### config.mk
export PLATFORM = sky130hd
export DESIGN_NAME = counter_array_ctrl
export DESIGN_NICKNAME = d
export VERILOG_FILES = /design/src/counter_array_pkg.sv /design/src/counter_array_ctrl.sv /design/src/counter_array_timebase.sv
export SDC_FILE = /design/constraint.sdc
export NUM_CORES = 1
export LEC_CHECK = 0
export ABC_AREA = 1
export BUFFER_PORTS_ARGS = -buffer_cell sky130_fd_sc_hd__buf_2
export CAP_MARGIN = 20
export CORE_ASPECT_RATIO = 1.75
export CORE_MARGIN = 2
export CORE_UTILIZATION = 45
export DETAILED_ROUTE_END_ITERATION = 10
export HOLD_SLACK_MARGIN = 0.1
export MAX_ROUTING_LAYER = met4
export PLACE_DENSITY = 0.78
export SLEW_MARGIN = 20
export SYNTH_ARGS = -nofsm -noshare
export SYNTH_HDL_FRONTEND = slang
export SYNTH_HIERARCHICAL = 1
export SYNTH_SLANG_ARGS = --single-unit
### constraint.sdc
create_clock -name sys_clk -period 2.11 [get_ports sys_clk]
set_input_delay 0.1055 -clock sys_clk [delete_from_list [all_inputs] [get_ports sys_clk]]
set_output_delay 0.1055 -clock sys_clk [all_outputs]
set_load 0.005 [all_outputs]
### src/counter_array_pkg.sv
`default_nettype none
package counter_array_pkg;

   // ****************************************
   // Register addresses
   // ****************************************
   localparam logic [7:0] CTRL_ADDR = 8'hD8;
   localparam logic [7:0] MODE_ADDR = 8'hD9;

   // ****************************************
   // Control register fields
   // ****************************************
   localparam int CTRL_OVF_BIT  = 7;
   localparam int CTRL_RUN_BIT  = 6;
   localparam int CTRL_KICK_BIT = 5;
   localparam int NUM_MODULES   = 6;
   localparam logic [7:0] CTRL_RESET = 8'h00;

   // ****************************************
   // Mode register fields
   // ****************************************
   localparam int MODE_IDLE_BIT = 7;
   localparam int MODE_WDON_BIT = 6;
   localparam int MODE_LOCK_BIT = 5;
   localparam int MODE_ZERO_BIT = 4;
   localparam int MODE_TBS_HI   = 3;
   localparam int MODE_TBS_LO   = 1;
   localparam int MODE_OVIE_BIT = 0;
   localparam logic [7:0] MODE_RESET = 8'h40;

   // ****************************************
   // Timebase divisors and counter limits
   // ****************************************
   localparam logic [3:0]  SYS_DIV_SLOW = 4'hC;
   localparam logic [3:0]  SYS_DIV_FAST = 4'h4;
   localparam logic [2:0]  EXT_DIV_MAX  = 3'h7;
   localparam logic [15:0] COUNT_MAX    = 16'hFFFF;

   typedef enum logic [2:0] {
      TB_SYS_DIV12 = 3'b000,
      TB_SYS_DIV4  = 3'b001,
      TB_TIMER0    = 3'b010,
      TB_EXT_FALL  = 3'b011,
      TB_SYS       = 3'b100,
      TB_EXT_DIV8  = 3'b101,
      TB_RSVD_A    = 3'b110,
      TB_RSVD_B    = 3'b111
   } timebase_t;

endpackage
`default_nettype wire

### src/counter_array_ctrl.sv
// Function
// - Counter wrap sets overflow flag; software clears
// - Overflow enable gates overflow interrupt request
// - Run bit stops or starts counting
// - Match/capture flags set by hardware, sticky
// - Enabled match flags raise shared interrupt
// - Idle suspend halts array during CPU idle
// - Watchdog enable resets to one
// - Lock blocks watchdog disable until reset
// - Timebase select picks counter tick source
// - External input falling edges counted
// - External clock divided eight, synchronised
// - Watchdog on freezes other mode bits
// - Mode bit four reads zero
// - Control register is bit addressable
// - Watchdog forces counter run; run reads stored
// - Writing one to flag five resets while watchdog on
`timescale 1ns/1ps
`default_nettype none
module counter_array_ctrl (
   // Clock and reset
   input  wire logic                        sys_clk,
   input  wire logic                        rstn,
   // Byte register access
   input  wire logic [7:0]                  sfr_addr,
   input  wire logic                        sfr_wr,
   input  wire logic                        sfr_rd,
   input  wire logic [7:0]                  sfr_wdata,
   output logic      [7:0]                  sfr_rdata,
   // Bit register access
   input  wire logic [7:0]                  bit_addr,
   input  wire logic                        bit_wr,
   input  wire logic                        bit_rd,
   input  wire logic                        bit_wdata,
   output logic                             bit_rdata,
   // Module events and system
   input  wire logic [counter_array_pkg::NUM_MODULES-1:0] match_capture_event,
   input  wire logic [counter_array_pkg::NUM_MODULES-1:0] match_irq_enable,
   input  wire logic                        cpu_idle,
   input  wire logic                        timer0_overflow,
   input  wire logic                        external_count_input,
   input  wire logic                        ext_clk,
   // Status out
   output logic      [15:0]                 counter_value,
   output logic                             counter_irq,
   output logic                             watchdog_mode,
   output logic                             watchdog_reset_req
);
   import counter_array_pkg::*;

   // ****************************************
   // State
   // ****************************************
   logic                   ovf_q, run_q;
   logic [NUM_MODULES-1:0] mflag_q;
   logic                   idle_q, wd_on_q, lock_q, ovf_ie_q;
   timebase_t              tbs_q;
   logic [15:0]            cnt_q;
   logic                   tick;

   function automatic logic [7:0] bit_onehot(input logic [2:0] idx);
      bit_onehot = 8'h01 << idx;
   endfunction

   // ****************************************
   // Decode
   // ****************************************
   wire       ctrl_byte_wr = sfr_wr & (sfr_addr == CTRL_ADDR);
   wire       mode_wr      = sfr_wr & (sfr_addr == MODE_ADDR);
   wire       ctrl_bit_hit = (bit_addr[7:3] == CTRL_ADDR[7:3]);
   wire [7:0] bit_sel      = bit_onehot(bit_addr[2:0]);
   // Per-bit write mask and value covering both access paths
   wire [7:0] ctrl_wmask   = ctrl_byte_wr ? 8'hFF : ((bit_wr & ctrl_bit_hit) ? bit_sel : 8'h00);
   wire [7:0] ctrl_wval    = ctrl_byte_wr ? sfr_wdata : {8{bit_wdata}};
   wire [7:0] ctrl_view    = {ovf_q, run_q, mflag_q};
   wire [7:0] mode_view    = {idle_q, wd_on_q, lock_q, 1'b0, tbs_q, ovf_ie_q};

   wire suspend  = idle_q & cpu_idle;
   wire run_eff  = (run_q | wd_on_q) & ~suspend;
   wire inc      = tick & run_eff;
   wire wrap     = inc & (cnt_q == COUNT_MAX);

   // Software view merged first, hardware sets OR'd on top
   wire [7:0] ctrl_sw  = (ctrl_view & ~ctrl_wmask) | (ctrl_wval & ctrl_wmask);
   wire       ovf_d    = ctrl_sw[CTRL_OVF_BIT] | wrap;
   wire [NUM_MODULES-1:0] mflag_d = ctrl_sw[NUM_MODULES-1:0] | match_capture_event;
   wire       wd_kick  = wd_on_q & ctrl_wmask[CTRL_KICK_BIT] & ctrl_wval[CTRL_KICK_BIT];

   // Mode writes: only enable may move while watchdog is on
   wire wd_on_req = sfr_wdata[MODE_WDON_BIT] | (~wd_on_q & sfr_wdata[MODE_LOCK_BIT]);
   wire wd_on_d   = (mode_wr & ~lock_q) ? wd_on_req : wd_on_q;
   wire mode_open = mode_wr & ~wd_on_q;
   wire irq_d     = (ovf_d & ovf_ie_q) | |(mflag_d & match_irq_enable);

   // ****************************************
   // Timebase
   // ****************************************
   counter_array_timebase u_timebase (
      .sys_clk              (sys_clk),
      .rstn                 (rstn),
      .timebase_select      (tbs_q),
      .halt                 (suspend),
      .timer0_overflow      (timer0_overflow),
      .external_count_input (external_count_input),
      .ext_clk              (ext_clk),
      .tick                 (tick)
   );

   // ****************************************
   // Registers
   // ****************************************
   always_ff @(posedge sys_clk or negedge rstn) begin
      if (!rstn) begin
         {ovf_q, run_q, mflag_q} <= CTRL_RESET;
         idle_q   <= MODE_RESET[MODE_IDLE_BIT];
         wd_on_q  <= MODE_RESET[MODE_WDON_BIT];
         lock_q   <= MODE_RESET[MODE_LOCK_BIT];
         tbs_q    <= timebase_t'(MODE_RESET[MODE_TBS_HI:MODE_TBS_LO]);
         ovf_ie_q <= MODE_RESET[MODE_OVIE_BIT];
         cnt_q  <= 16'h0000;
      end else begin
         ovf_q  <= ovf_d;
         run_q  <= ctrl_sw[CTRL_RUN_BIT];
         mflag_q <= mflag_d;
         wd_on_q <= wd_on_d;
         if (mode_open) begin
            idle_q   <= sfr_wdata[MODE_IDLE_BIT];
            lock_q   <= sfr_wdata[MODE_LOCK_BIT];
            tbs_q    <= timebase_t'(sfr_wdata[MODE_TBS_HI:MODE_TBS_LO]);
            ovf_ie_q <= sfr_wdata[MODE_OVIE_BIT];
         end
         if (inc) begin
            cnt_q <= cnt_q + 16'h0001;
         end
      end
   end

   // Outputs straight from flops
   always_ff @(posedge sys_clk or negedge rstn) begin
      if (!rstn) begin
         sfr_rdata          <= 8'h00_00;
         bit_rdata          <= 1'b0;
         counter_irq        <= 1'b0;
         watchdog_reset_req <= 1'b0;
      end else begin
         if (sfr_rd) begin
            sfr_rdata <= (sfr_addr == CTRL_ADDR) ? ctrl_view :
                         (sfr_addr == MODE_ADDR) ? mode_view : 8'h00_00;
         end
         if (bit_rd) begin
            bit_rdata <= ctrl_bit_hit & |(ctrl_view & bit_sel);
         end
         counter_irq        <= irq_d;
         watchdog_reset_req <= wd_kick;
      end
   end

   assign counter_value = cnt_q;
   assign watchdog_mode = wd_on_q;
endmodule // counter_array_ctrl
`default_nettype wire

### src/counter_array_timebase.sv
`timescale 1ns/1ps
`default_nettype none
module counter_array_timebase (
   // Clock and reset
   input  wire logic                         sys_clk,
   input  wire logic                         rstn,
   // Control
   input  wire counter_array_pkg::timebase_t timebase_select,
   input  wire logic                         halt,
   // Tick sources
   input  wire logic                         timer0_overflow,
   input  wire logic                         external_count_input,
   input  wire logic                         ext_clk,
   // Tick out
   output logic                              tick
);
   import counter_array_pkg::*;

   logic       cin_s1_q, cin_s2_q, cin_s3_q;
   logic       ecl_s1_q, ecl_s2_q, ecl_s3_q;
   logic [3:0] pre_q, pre_d;
   logic [2:0] ext_div_q, ext_div_d;
   logic       tick_d;

   // ****************************************
   // Pin synchronisers
   // ****************************************
   always_ff @(posedge sys_clk or negedge rstn) begin
      if (!rstn) begin
         // Idle high, so release gives no false falling edge
         cin_s1_q <= 1'b1;
         cin_s2_q <= 1'b1;
         cin_s3_q <= 1'b1;
         ecl_s1_q <= 1'b0;
         ecl_s2_q <= 1'b0;
         ecl_s3_q <= 1'b0;
      end else begin
         cin_s1_q <= external_count_input;
         cin_s2_q <= cin_s1_q;
         cin_s3_q <= cin_s2_q;
         ecl_s1_q <= ext_clk;
         ecl_s2_q <= ecl_s1_q;
         ecl_s3_q <= ecl_s2_q;
      end
   end

   // Edges seen only after two stages
   wire cin_fall  = cin_s3_q & ~cin_s2_q;
   wire ecl_rise  = ecl_s2_q & ~ecl_s3_q;
   wire [3:0] pre_lim = (timebase_select == TB_SYS_DIV12) ? SYS_DIV_SLOW : SYS_DIV_FAST;
   wire pre_wrap  = (pre_q >= pre_lim - 4'h1);
   wire ext_wrap  = ecl_rise & (ext_div_q == EXT_DIV_MAX);

   assign pre_d     = halt ? pre_q : (pre_wrap ? 4'h0 : pre_q + 4'h1);
   assign ext_div_d = (halt | ~ecl_rise) ? ext_div_q : ext_div_q + 3'h1;

   always_comb begin
      unique case (timebase_select)
         TB_SYS_DIV12: tick_d = pre_wrap;
         TB_SYS_DIV4:  tick_d = pre_wrap;
         TB_TIMER0:    tick_d = timer0_overflow;
         TB_EXT_FALL:  tick_d = cin_fall;
         TB_SYS:       tick_d = 1'b1;
         TB_EXT_DIV8:  tick_d = ext_wrap;
         TB_RSVD_A:    tick_d = 1'b0;
         TB_RSVD_B:    tick_d = 1'b0;
      endcase
   end

   always_ff @(posedge sys_clk or negedge rstn) begin
      if (!rstn) begin
         pre_q     <= 4'h0;
         ext_div_q <= 3'h0;
         tick      <= 1'b0;
      end else begin
         pre_q     <= pre_d;
         ext_div_q <= ext_div_d;
         tick      <= tick_d & ~halt;
      end
   end

endmodule // counter_array_timebase
`default_nettype wire
==> results of run 1 <==
-- worst max-delay path by stage --
stage / startpoint / to / slack (ps) / depth (start not counted)
floorplan: watchdog_mode$_DFFE_PN1P_ / counter_value[15]$_DFFE_PN0P_ / 600 / 9
global placement: watchdog_mode$_DFFE_PN1P_ / counter_value[15]$_DFFE_PN0P_ / 530 / 9
detailed placement: watchdog_mode$_DFFE_PN1P_ / counter_value[15]$_DFFE_PN0P_ / 470 / 9
CTS: watchdog_mode$_DFFE_PN1P_ / counter_value[15]$_DFFE_PN0P_ / 450 / 9
global route: watchdog_mode$_DFFE_PN1P_ / counter_value[15]$_DFFE_PN0P_ / 310 / 9
finish: watchdog_mode$_DFFE_PN1P_ / counter_value[15]$_DFFE_PN0P_ / 460 / 9
-- cell families (layout without fill, tap and decap cells) --
logic type	after synthesis	after routing	share of synthesized area (%)
buffers and inverters	57	149	8.02
flip-flops	56	56	47.5
adder cells (fa/ha/maj)	5	5	2.11
AO/OA/AOI/OAI	32	32	6.55
AND/OR/NAND/NOR	185	185	30.7
XOR/XNOR	16	16	4.73
multiplexers	1	1	0.380
-- synth_stat cells --
master / number / area [sq um]
sky130_fd_sc_hd__o21ai_1: 7 / 35.0
sky130_fd_sc_hd__buf_6: 3 / 33.8
sky130_fd_sc_hd__inv_1: 45 / 169
sky130_fd_sc_hd__xnor2_1: 7 / 61.3
sky130_fd_sc_hd__dfstp_2: 4 / 105
sky130_fd_sc_hd__nand3_2: 4 / 40.0
sky130_fd_sc_hd__nor3_4: 1 / 16.3
sky130_fd_sc_hd__o21ai_2: 1 / 8.76
sky130_fd_sc_hd__nand2_4: 1 / 11.3
sky130_fd_sc_hd__o2111ai_1: 1 / 8.76
sky130_fd_sc_hd__nor2_1: 42 / 158
sky130_fd_sc_hd__inv_2: 6 / 22.5
sky130_fd_sc_hd__mux2_2: 1 / 11.3
sky130_fd_sc_hd__nand3_4: 1 / 17.5
sky130_fd_sc_hd__nand2_2: 3 / 18.8
sky130_fd_sc_hd__a21boi_1: 1 / 7.51
sky130_fd_sc_hd__a31oi_1: 7 / 43.8
sky130_fd_sc_hd__nand2_1: 66 / 248
sky130_fd_sc_hd__a21oi_1: 2 / 10.0
sky130_fd_sc_hd__xor2_1: 9 / 78.8
sky130_fd_sc_hd__o2bb2ai_1: 1 / 8.76
sky130_fd_sc_hd__nand3_1: 42 / 210
sky130_fd_sc_hd__nand3b_4: 1 / 20.0
sky130_fd_sc_hd__nor2_2: 2 / 12.5
sky130_fd_sc_hd__nor2_4: 3 / 33.8
sky130_fd_sc_hd__o22ai_1: 1 / 6.26
sky130_fd_sc_hd__nand4_1: 6 / 37.5
sky130_fd_sc_hd__clkbuf_1: 2 / 7.51
sky130_fd_sc_hd__buf_2: 1 / 5.00
sky130_fd_sc_hd__nor2_8: 1 / 20.0
sky130_fd_sc_hd__ha_1: 5 / 62.6
sky130_fd_sc_hd__nor3_1: 9 / 45.0
sky130_fd_sc_hd__nand3b_1: 3 / 22.5
sky130_fd_sc_hd__o21ai_0: 8 / 40.0
sky130_fd_sc_hd__o21a_1: 1 / 7.51
sky130_fd_sc_hd__o221ai_1: 1 / 8.76
sky130_fd_sc_hd__a21oi_2: 1 / 8.76
sky130_fd_sc_hd__dfrtp_1: 52 / 1300
-- routing by layer --
metal	GRT usage, %	vias to the layer above
met5	-	-
met4	7.92	0
met3	3.43	15
met2	36.8	78
met1	21.8	1226
li1	-	1325
-- timing repair --
| action | in CTS | in global routing |
|---|---|---|
| hold endpoints to repair | 64 | 0 |
| buffers inserted | 0 | 0 |
| endpoints found under the setup margin | 0 | 0 |
| hold buffers | 13 | 0 |
-- worst max-delay path: stages (launching register included) --
cell	delay, ps
sky130_fd_sc_hd__dfstp_2	570
sky130_fd_sc_hd__nor2_1	80
sky130_fd_sc_hd__nor2_4	120
sky130_fd_sc_hd__nand2_4	90
sky130_fd_sc_hd__nor2_4	100
sky130_fd_sc_hd__nand2_2	80
sky130_fd_sc_hd__nor3_4	200
sky130_fd_sc_hd__nand3_2	130
sky130_fd_sc_hd__o21ai_1	130
sky130_fd_sc_hd__nand2_1	60
-- cell type report --
| cell class | count | area (sq um) | area share (%) |
|---|---|---|---|
| well taps | 82 | 103 | 2.78 |
| clock inverters | 1 | 7.51 | 0.203 |
| clock buffers | 7 | 143 | 3.86 |
| repair buffers | 90 | 523 | 14.2 |
| inverters | 51 | 191 | 5.18 |
| flip-flops and latches | 56 | 1410 | 38.1 |
| multi-input cells | 239 | 1320 | 35.7 |
-- flip-flops by register name, summed over array words and instances, names as in the netlist, 3 cells and up, named ones only --
register	count
u_timebase/ext_div_q	3
sfr_rdata	8
u_timebase/pre_q	4
mflag_q	6
counter_value	16
tbs_q	3
-- where the power goes --
part / switching [mW] / internal (mW)
Sequential: 0.120 / 1.21
Clock: 0.361 / 0.474
Combinational: 0.319 / 0.274
Total: 0.801 / 1.96
==> implementation parameters, run 1 <==
Parameter                              Value

Placement
  Instance area after placement ... 3410 sq um
  Post-place setup slack ... 473 ps
  DPL Wire Length ... 5.18 mm
  Final GP Congestion ... 0.870
  Port-buffer cells ... 74
  Placed cell count ... 505

Clock tree
  Clock input transition at the sequential cells of the worst setup and hold paths ... 70 ps
  CTS Root Buffer Type ... sky130_fd_sc_hd__clkbuf_16
  H-tree depth reported by CTS ... 2
  TritonCTS clock tree ... done
  Num CTS Buffers ... 5
  Insertion delay of the later-clocked pin in the worst-skew pair ... 290 ps
  Maximum root-to-sink buffer count ... 2
  CTS sink cnt ... 56
  Cells resized by post-CTS repair ... 0

Worst setup path
  Worst Path Required ... 2290 ps
  Endpoint arrival time on the critical path ... 1830 ps
  Sort of element at the start of the critical path ... flip-flop
  Number of cells on the worst reg-to-reg path ... 9
  Reg2Reg Launch Point ... watchdog_mode$_DFFE_PN1P_
  Category of the most critical setup path ... reg -> reg
  Largest fanout on the critical path ... 5
  Element type at the critical path end ... flip-flop
  Critical R2R Capture ... counter_value[15]$_DFFE_PN0P_
  Flop2flop setup slack ... 460 ps

STA
  Setup Viol. Count Final ... 0
  Headroom to the max-slew limit ... 53.3%
  Final count of pins violating max slew ... 0
  Slack of the critical path ... 456 ps
  Final critical-path share of the clock period ... 78.4%
  Total count of hold-check failures in the final report ... 0
  Final Critical Period ... 1650 ps
  Setup repair after global routing missed its margin ... false
  Total negative slack ... 0 ps
  Transition time at the pin with the least slew margin ... 700 ps
  Worst setup skew after layout ... about 6.8 ps
  Fmax ... 605 MHz
  Hold slack final ... 99.6 ps

Floorplanning
  Floorplan die height ... 111 microns
  Top Ports ... 75
  Die footprint ... 7270 sq um
  Initial core utilization ... 46.0%
  Total core area ... 6440 sq um
  Die X-Extent ... 65.3 microns
  Core Rows ... 39

Power and ir drop
  Total power after layout ... 2.76 mW
  Static Leakage ... 1.91 nW
  Pwr per Cell Area ... 748 nW/um^2
  Worst ir drop on vdd ... ~0.00036 V

Global routing
  GRT Util Overall ... 20.5%
  First-pass GRT wire length ... 11.5 mm
  Via count of the first global-routing pass ... 2695
  Number of antenna violations at the first check in global routing ... 0
  Residual overflow from global routing ... 0
  Maximum number of pins on one net before global-route repair ... 57

Cells and area
  Core utilization of the finished layout ... 57.3%
  Number of fill cells in the layout ... a little over 600
  Post-layout net count ... 495
  Commonest cells after routing, fill and taps aside ... sky130_fd_sc_hd__buf_2, sky130_fd_sc_hd__nand2_1, sky130_fd_sc_hd__dfrtp_1
  Post-layout instance count excluding filler cells ... between 500 and 600
  Antenna diode count ... 0
  Commonest non-fill, non-tap cell in the layout ... sky130_fd_sc_hd__buf_2
  Layout cell share with drive strength beyond 1 ... 25.7%
  Synthesis-to-finish area growth ... 24.6%
  Area of all placed cells without fillers ... roughly 3700 sq um

Yosys
  Mean cell area of the mapped netlist ... 8.42 sq um
  Post-synthesis cell count ... about 350
  Number of different library cells in the post-synthesis netlist ... 38
  Net count after synthesis ... 404
  Register bit count reported by yosys ... 56
  Combined area of all synthesized cells ... 2960 sq um
  Warnings from Yosys ... 6
  Proportion of synthesized chip area in sequential cells ... between 40% and 50%

Routing
  Number of nets still failing antenna checks after routing ... 0
  Top layer reached by signal wires ... met4
  DRC viols ... 0
  Count of TritonRoute iterations in the first routing pass ... 4
  Met1 wire length ... 2.54 mm
  Average detailed-routed wire length per instance ... 12.8 microns
  Detailed-route vias per instance ... 5.03
  Length of routed met3 wiring ... between 200 and 300 microns
  Number of vias after detailed routing ... 2644
  Routed wl met2 ... 3.75 mm
  Final Routed Wirelength ... 6.71 mm
  Number of DRC markers in iteration 0 ... 110

Status
  Status ... complete, no violations

Min path
  Hold depth ... 3
  Hold EP ... tbs_q[2]$_DFFE_PN0P_
  Path category of the worst min-delay check ... in -> reg
  Startpoint of the most critical hold path ... sfr_wdata[3]

Run
  Max Cap Violations ... 0
Power figures use the tool's default switching activity.
==> run 2: changes to the inputs <==
ABC_AREA = 0   (was 1)
PLACE_DENSITY = 0.81   (was 0.78)
clock period = 1.4 ns   (was 2.11 ns; I/O delays follow)
==> implementation parameters, run 2 <==
Parameter                              Value

Routing
  Number of vias after detailed routing ... 2575
  DRC viols ... 0
  Detailed-route vias per instance ... 5.20
  Number of DRC markers in iteration 0 ... 133
  Average detailed-routed wire length per instance ... 15.5 microns
  Final Routed Wirelength ... between 7 and 8 mm
  Count of TritonRoute iterations in the first routing pass ... 4
  Number of nets still failing antenna checks after routing ... 0

Global routing
  GRT Util Overall ... 24.1%
  Via count of the first global-routing pass ... 2681
  Number of antenna violations at the first check in global routing ... 0
  Residual overflow from global routing ... 0
  First-pass GRT wire length ... 12.5 mm
  Maximum number of pins on one net before global-route repair ... 31

Yosys
  Number of different library cells in the post-synthesis netlist ... 54
  Top post-synthesis cells by count ... sky130_fd_sc_hd__dfrtp_1, sky130_fd_sc_hd__inv_1, sky130_fd_sc_hd__nand2_1, sky130_fd_sc_hd__xnor2_1, sky130_fd_sc_hd__nor2_1
  Largest cells by area after synthesis ... sky130_fd_sc_hd__dfrtp_1, sky130_fd_sc_hd__mux2_2, sky130_fd_sc_hd__xnor2_1
  Warnings from Yosys ... 6
  Prevailing post-synth register cell ... sky130_fd_sc_hd__dfrtp_1
  Area share of the largest cell type after synthesis ... 45.6%
  Register bit count reported by yosys ... 56
  Proportion of synthesized chip area in sequential cells ... roughly half
  Net count after synthesis ... 316
  Mean cell area of the mapped netlist ... approximately 11 sq um
  Most frequent cell after synthesis ... sky130_fd_sc_hd__dfrtp_1
  Share of flip-flops with an asynchronous set or reset after synthesis ... 100%
  Combined area of all synthesized cells ... 2850 sq um
  Number of enable flip-flop cells after synthesis ... 0
  Cell type contributing the most total cell area after synthesis ... sky130_fd_sc_hd__dfrtp_1
  Post-synthesis cell count ... 264

Cells and area
  Area of all placed cells without fillers ... 4170 sq um
  Synthesis-to-finish area growth ... 45.9%
  Post-layout instance count excluding filler cells ... around 500
  Number of fill cells in the layout ... between 400 and 500
  Core utilization of the finished layout ... 67.4%
  Antenna diode count ... 0
  Commonest non-fill, non-tap cell in the layout ... sky130_fd_sc_hd__buf_2
  Post-layout net count ... 466
  Flip-flop count of the largest register, all copies and words added ... 16
  Commonest cells after routing, fill and taps aside ... sky130_fd_sc_hd__buf_2, sky130_fd_sc_hd__buf_4, sky130_fd_sc_hd__dfrtp_1
  Layout cell share with drive strength beyond 1 ... 44.1%

Clock tree
  CTS Root Buffer Type ... sky130_fd_sc_hd__clkbuf_8
  Insertion delay of the later-clocked pin in the worst-skew pair ... ~320 ps
  H-tree depth reported by CTS ... 2
  Maximum root-to-sink buffer count ... 2
  Num CTS Buffers ... 5
  CTS sink cnt ... 56
  Clock input transition at the sequential cells of the worst setup and hold paths ... 100 ps
  TritonCTS clock tree ... done

Floorplanning
  Initial core utilization ... approximately 46%
  Floorplan die height ... 109 microns
  Die footprint ... 7020 sq um
  Top Ports ... 75
  Die X-Extent ... 64.2 microns
  Core Rows ... 38
  Total core area ... 6180 sq um

Placement
  Instance area after placement ... 3750 sq um
  Final GP Congestion ... 0.935
  Port-buffer cells ... 74
  Placed cell count ... 464
  DPL Wire Length ... 5.70 mm

Worst setup path
  Worst Path Required ... between 1500 and 2000 ps
  Element type at the critical path end ... flip-flop
  Endpoint arrival time on the critical path ... 2020 ps
  Category of the most critical setup path ... reg -> reg
  Largest fanout on the critical path ... 2
  Sort of element at the start of the critical path ... flip-flop

Power and ir drop
  Relative contribution of the clock network to total power ... 23.0%
  Static Leakage ... slightly above 2 nW
  Pwr per Cell Area ... 938 nW/um^2
  Part of the power in registers ... between 40% and 50%
  Switching share of power ... 30.0%
  Total power after layout ... 3.91 mW
  Worst ir drop on vdd ... around 0.00057 V
  Power dissipated by switching net loads ... 1.17 mW
  P_int ... 2.74 mW
  Logic gate share of total power ... about 27%

STA
  Worst setup skew after layout ... 8.61 ps
  Final critical-path share of the clock period ... 129%
  Total count of hold-check failures in the final report ... 0
  Fmax ... 552 MHz
  Headroom to the max-slew limit ... 67.6%
  Setup repair after global routing missed its margin ... true
  Transition time at the pin with the least slew margin ... 483 ps
  Setup Viol. Count Final ... 17
  Slack of the critical path ... -413 ps
  Final count of pins violating max slew ... 0
  Final Critical Period ... 1810 ps
  Total negative slack ... -1290 ps

Status
  Status ... finished, violations left
  Violations in the final reports ... negative setup slack

Min path
  Path category of the worst min-delay check ... in -> reg

Run
  Max Cap Violations ... 0
-- run 2: cell type report --
cell class	instances	area, sq um	share of cell area [%]
multi-input combinational	182	1470	35.4
tap	80	100	2.40
timing repair buffer	151	1030	24.7
sequential	56	1410	33.8
clock buffer	6	72.6	1.74
inverter	18	70.1	1.68
clock inverter	2	12.5	0.300
-- run 2: power by group through the flow --
stage	Sequential, mW	Combinational, mW	Clock, mW
after detailed placement	1.95	0.858	0
after floorplan	1.95	0.467	0
after CTS	1.94	1.04	0.918
after global routing	1.97	1.16	0.977
final	1.94	1.06	0.896
after global placement	1.94	0.812	0
-- run 2: cell families (layout without fill, tap and decap cells) --
kind of cell	count (synthesis)	in the layout	synth area share, %
mux	22	22	8.20
fa+ha+maj	5	5	2.19
xor+xnor	16	16	4.91
flops	56	56	49.3
simple gates	90	90	19.3
buf+inv	26	177	4.16
compound gates	49	49	12.0
-- run 2: worst paths after layout --
check                                                end  depth (start not counted)                           from  slack (ps)
min reg2reg                u_timebase/ecl_s2_q$_DFF_PN0_                          0  u_timebase/ecl_s1_q$_DFF_PN0_         360
min                                counter_irq$_DFF_PN0_                          3            match_irq_enable[1]         130
max                                counter_irq$_DFF_PN0_                          7   counter_value[1]$_DFFE_PN0P_        -410
min in group asynchronous  u_timebase/ecl_s2_q$_DFF_PN0_                          2                           rstn         190
max in group asynchronous      watchdog_mode$_DFFE_PN1P_                          3                           rstn         670
max reg2reg                        counter_irq$_DFF_PN0_                          7   counter_value[1]$_DFFE_PN0P_        -410
-- run 2: per-layer routing --
layer  wire, microns  track usage (%)  vias up
met1            2890             24.1     1241
li1                -                -     1254
met5               0                -        -
met4             269             12.3        0
met2            4300             45.4       63
met3             207             2.76       17
-- run 2: what timing repair did --
item / CTS / global route
setup buffers: 2 / 1
resized for setup: 18 / 4
hold buffers: 21 / 0
setup endpoints to repair: 19 / 23
pin swaps: 6 / 4
endpoints found under the hold margin: 83 / 0
-- run 2: metrics by stage --
step	hold WS (ps)	worst slack, ps
after CTS	109	-408
after detailed placement	2.15	-486
after global routing	146	-467
final	131	-413
after global placement	-2.99	-435
after floorplan	-226	-343
-- run 2: critical path, stage by stage (launching register included) --
cell and delay (ps):
sky130_fd_sc_hd__dfrtp_1 410, sky130_fd_sc_hd__ha_2 190, sky130_fd_sc_hd__and4_4 190, sky130_fd_sc_hd__nand3_4 100, sky130_fd_sc_hd__nor4b_4 60, sky130_fd_sc_hd__o21bai_4 170, sky130_fd_sc_hd__a22o_1 230, sky130_fd_sc_hd__a2111o_1 340
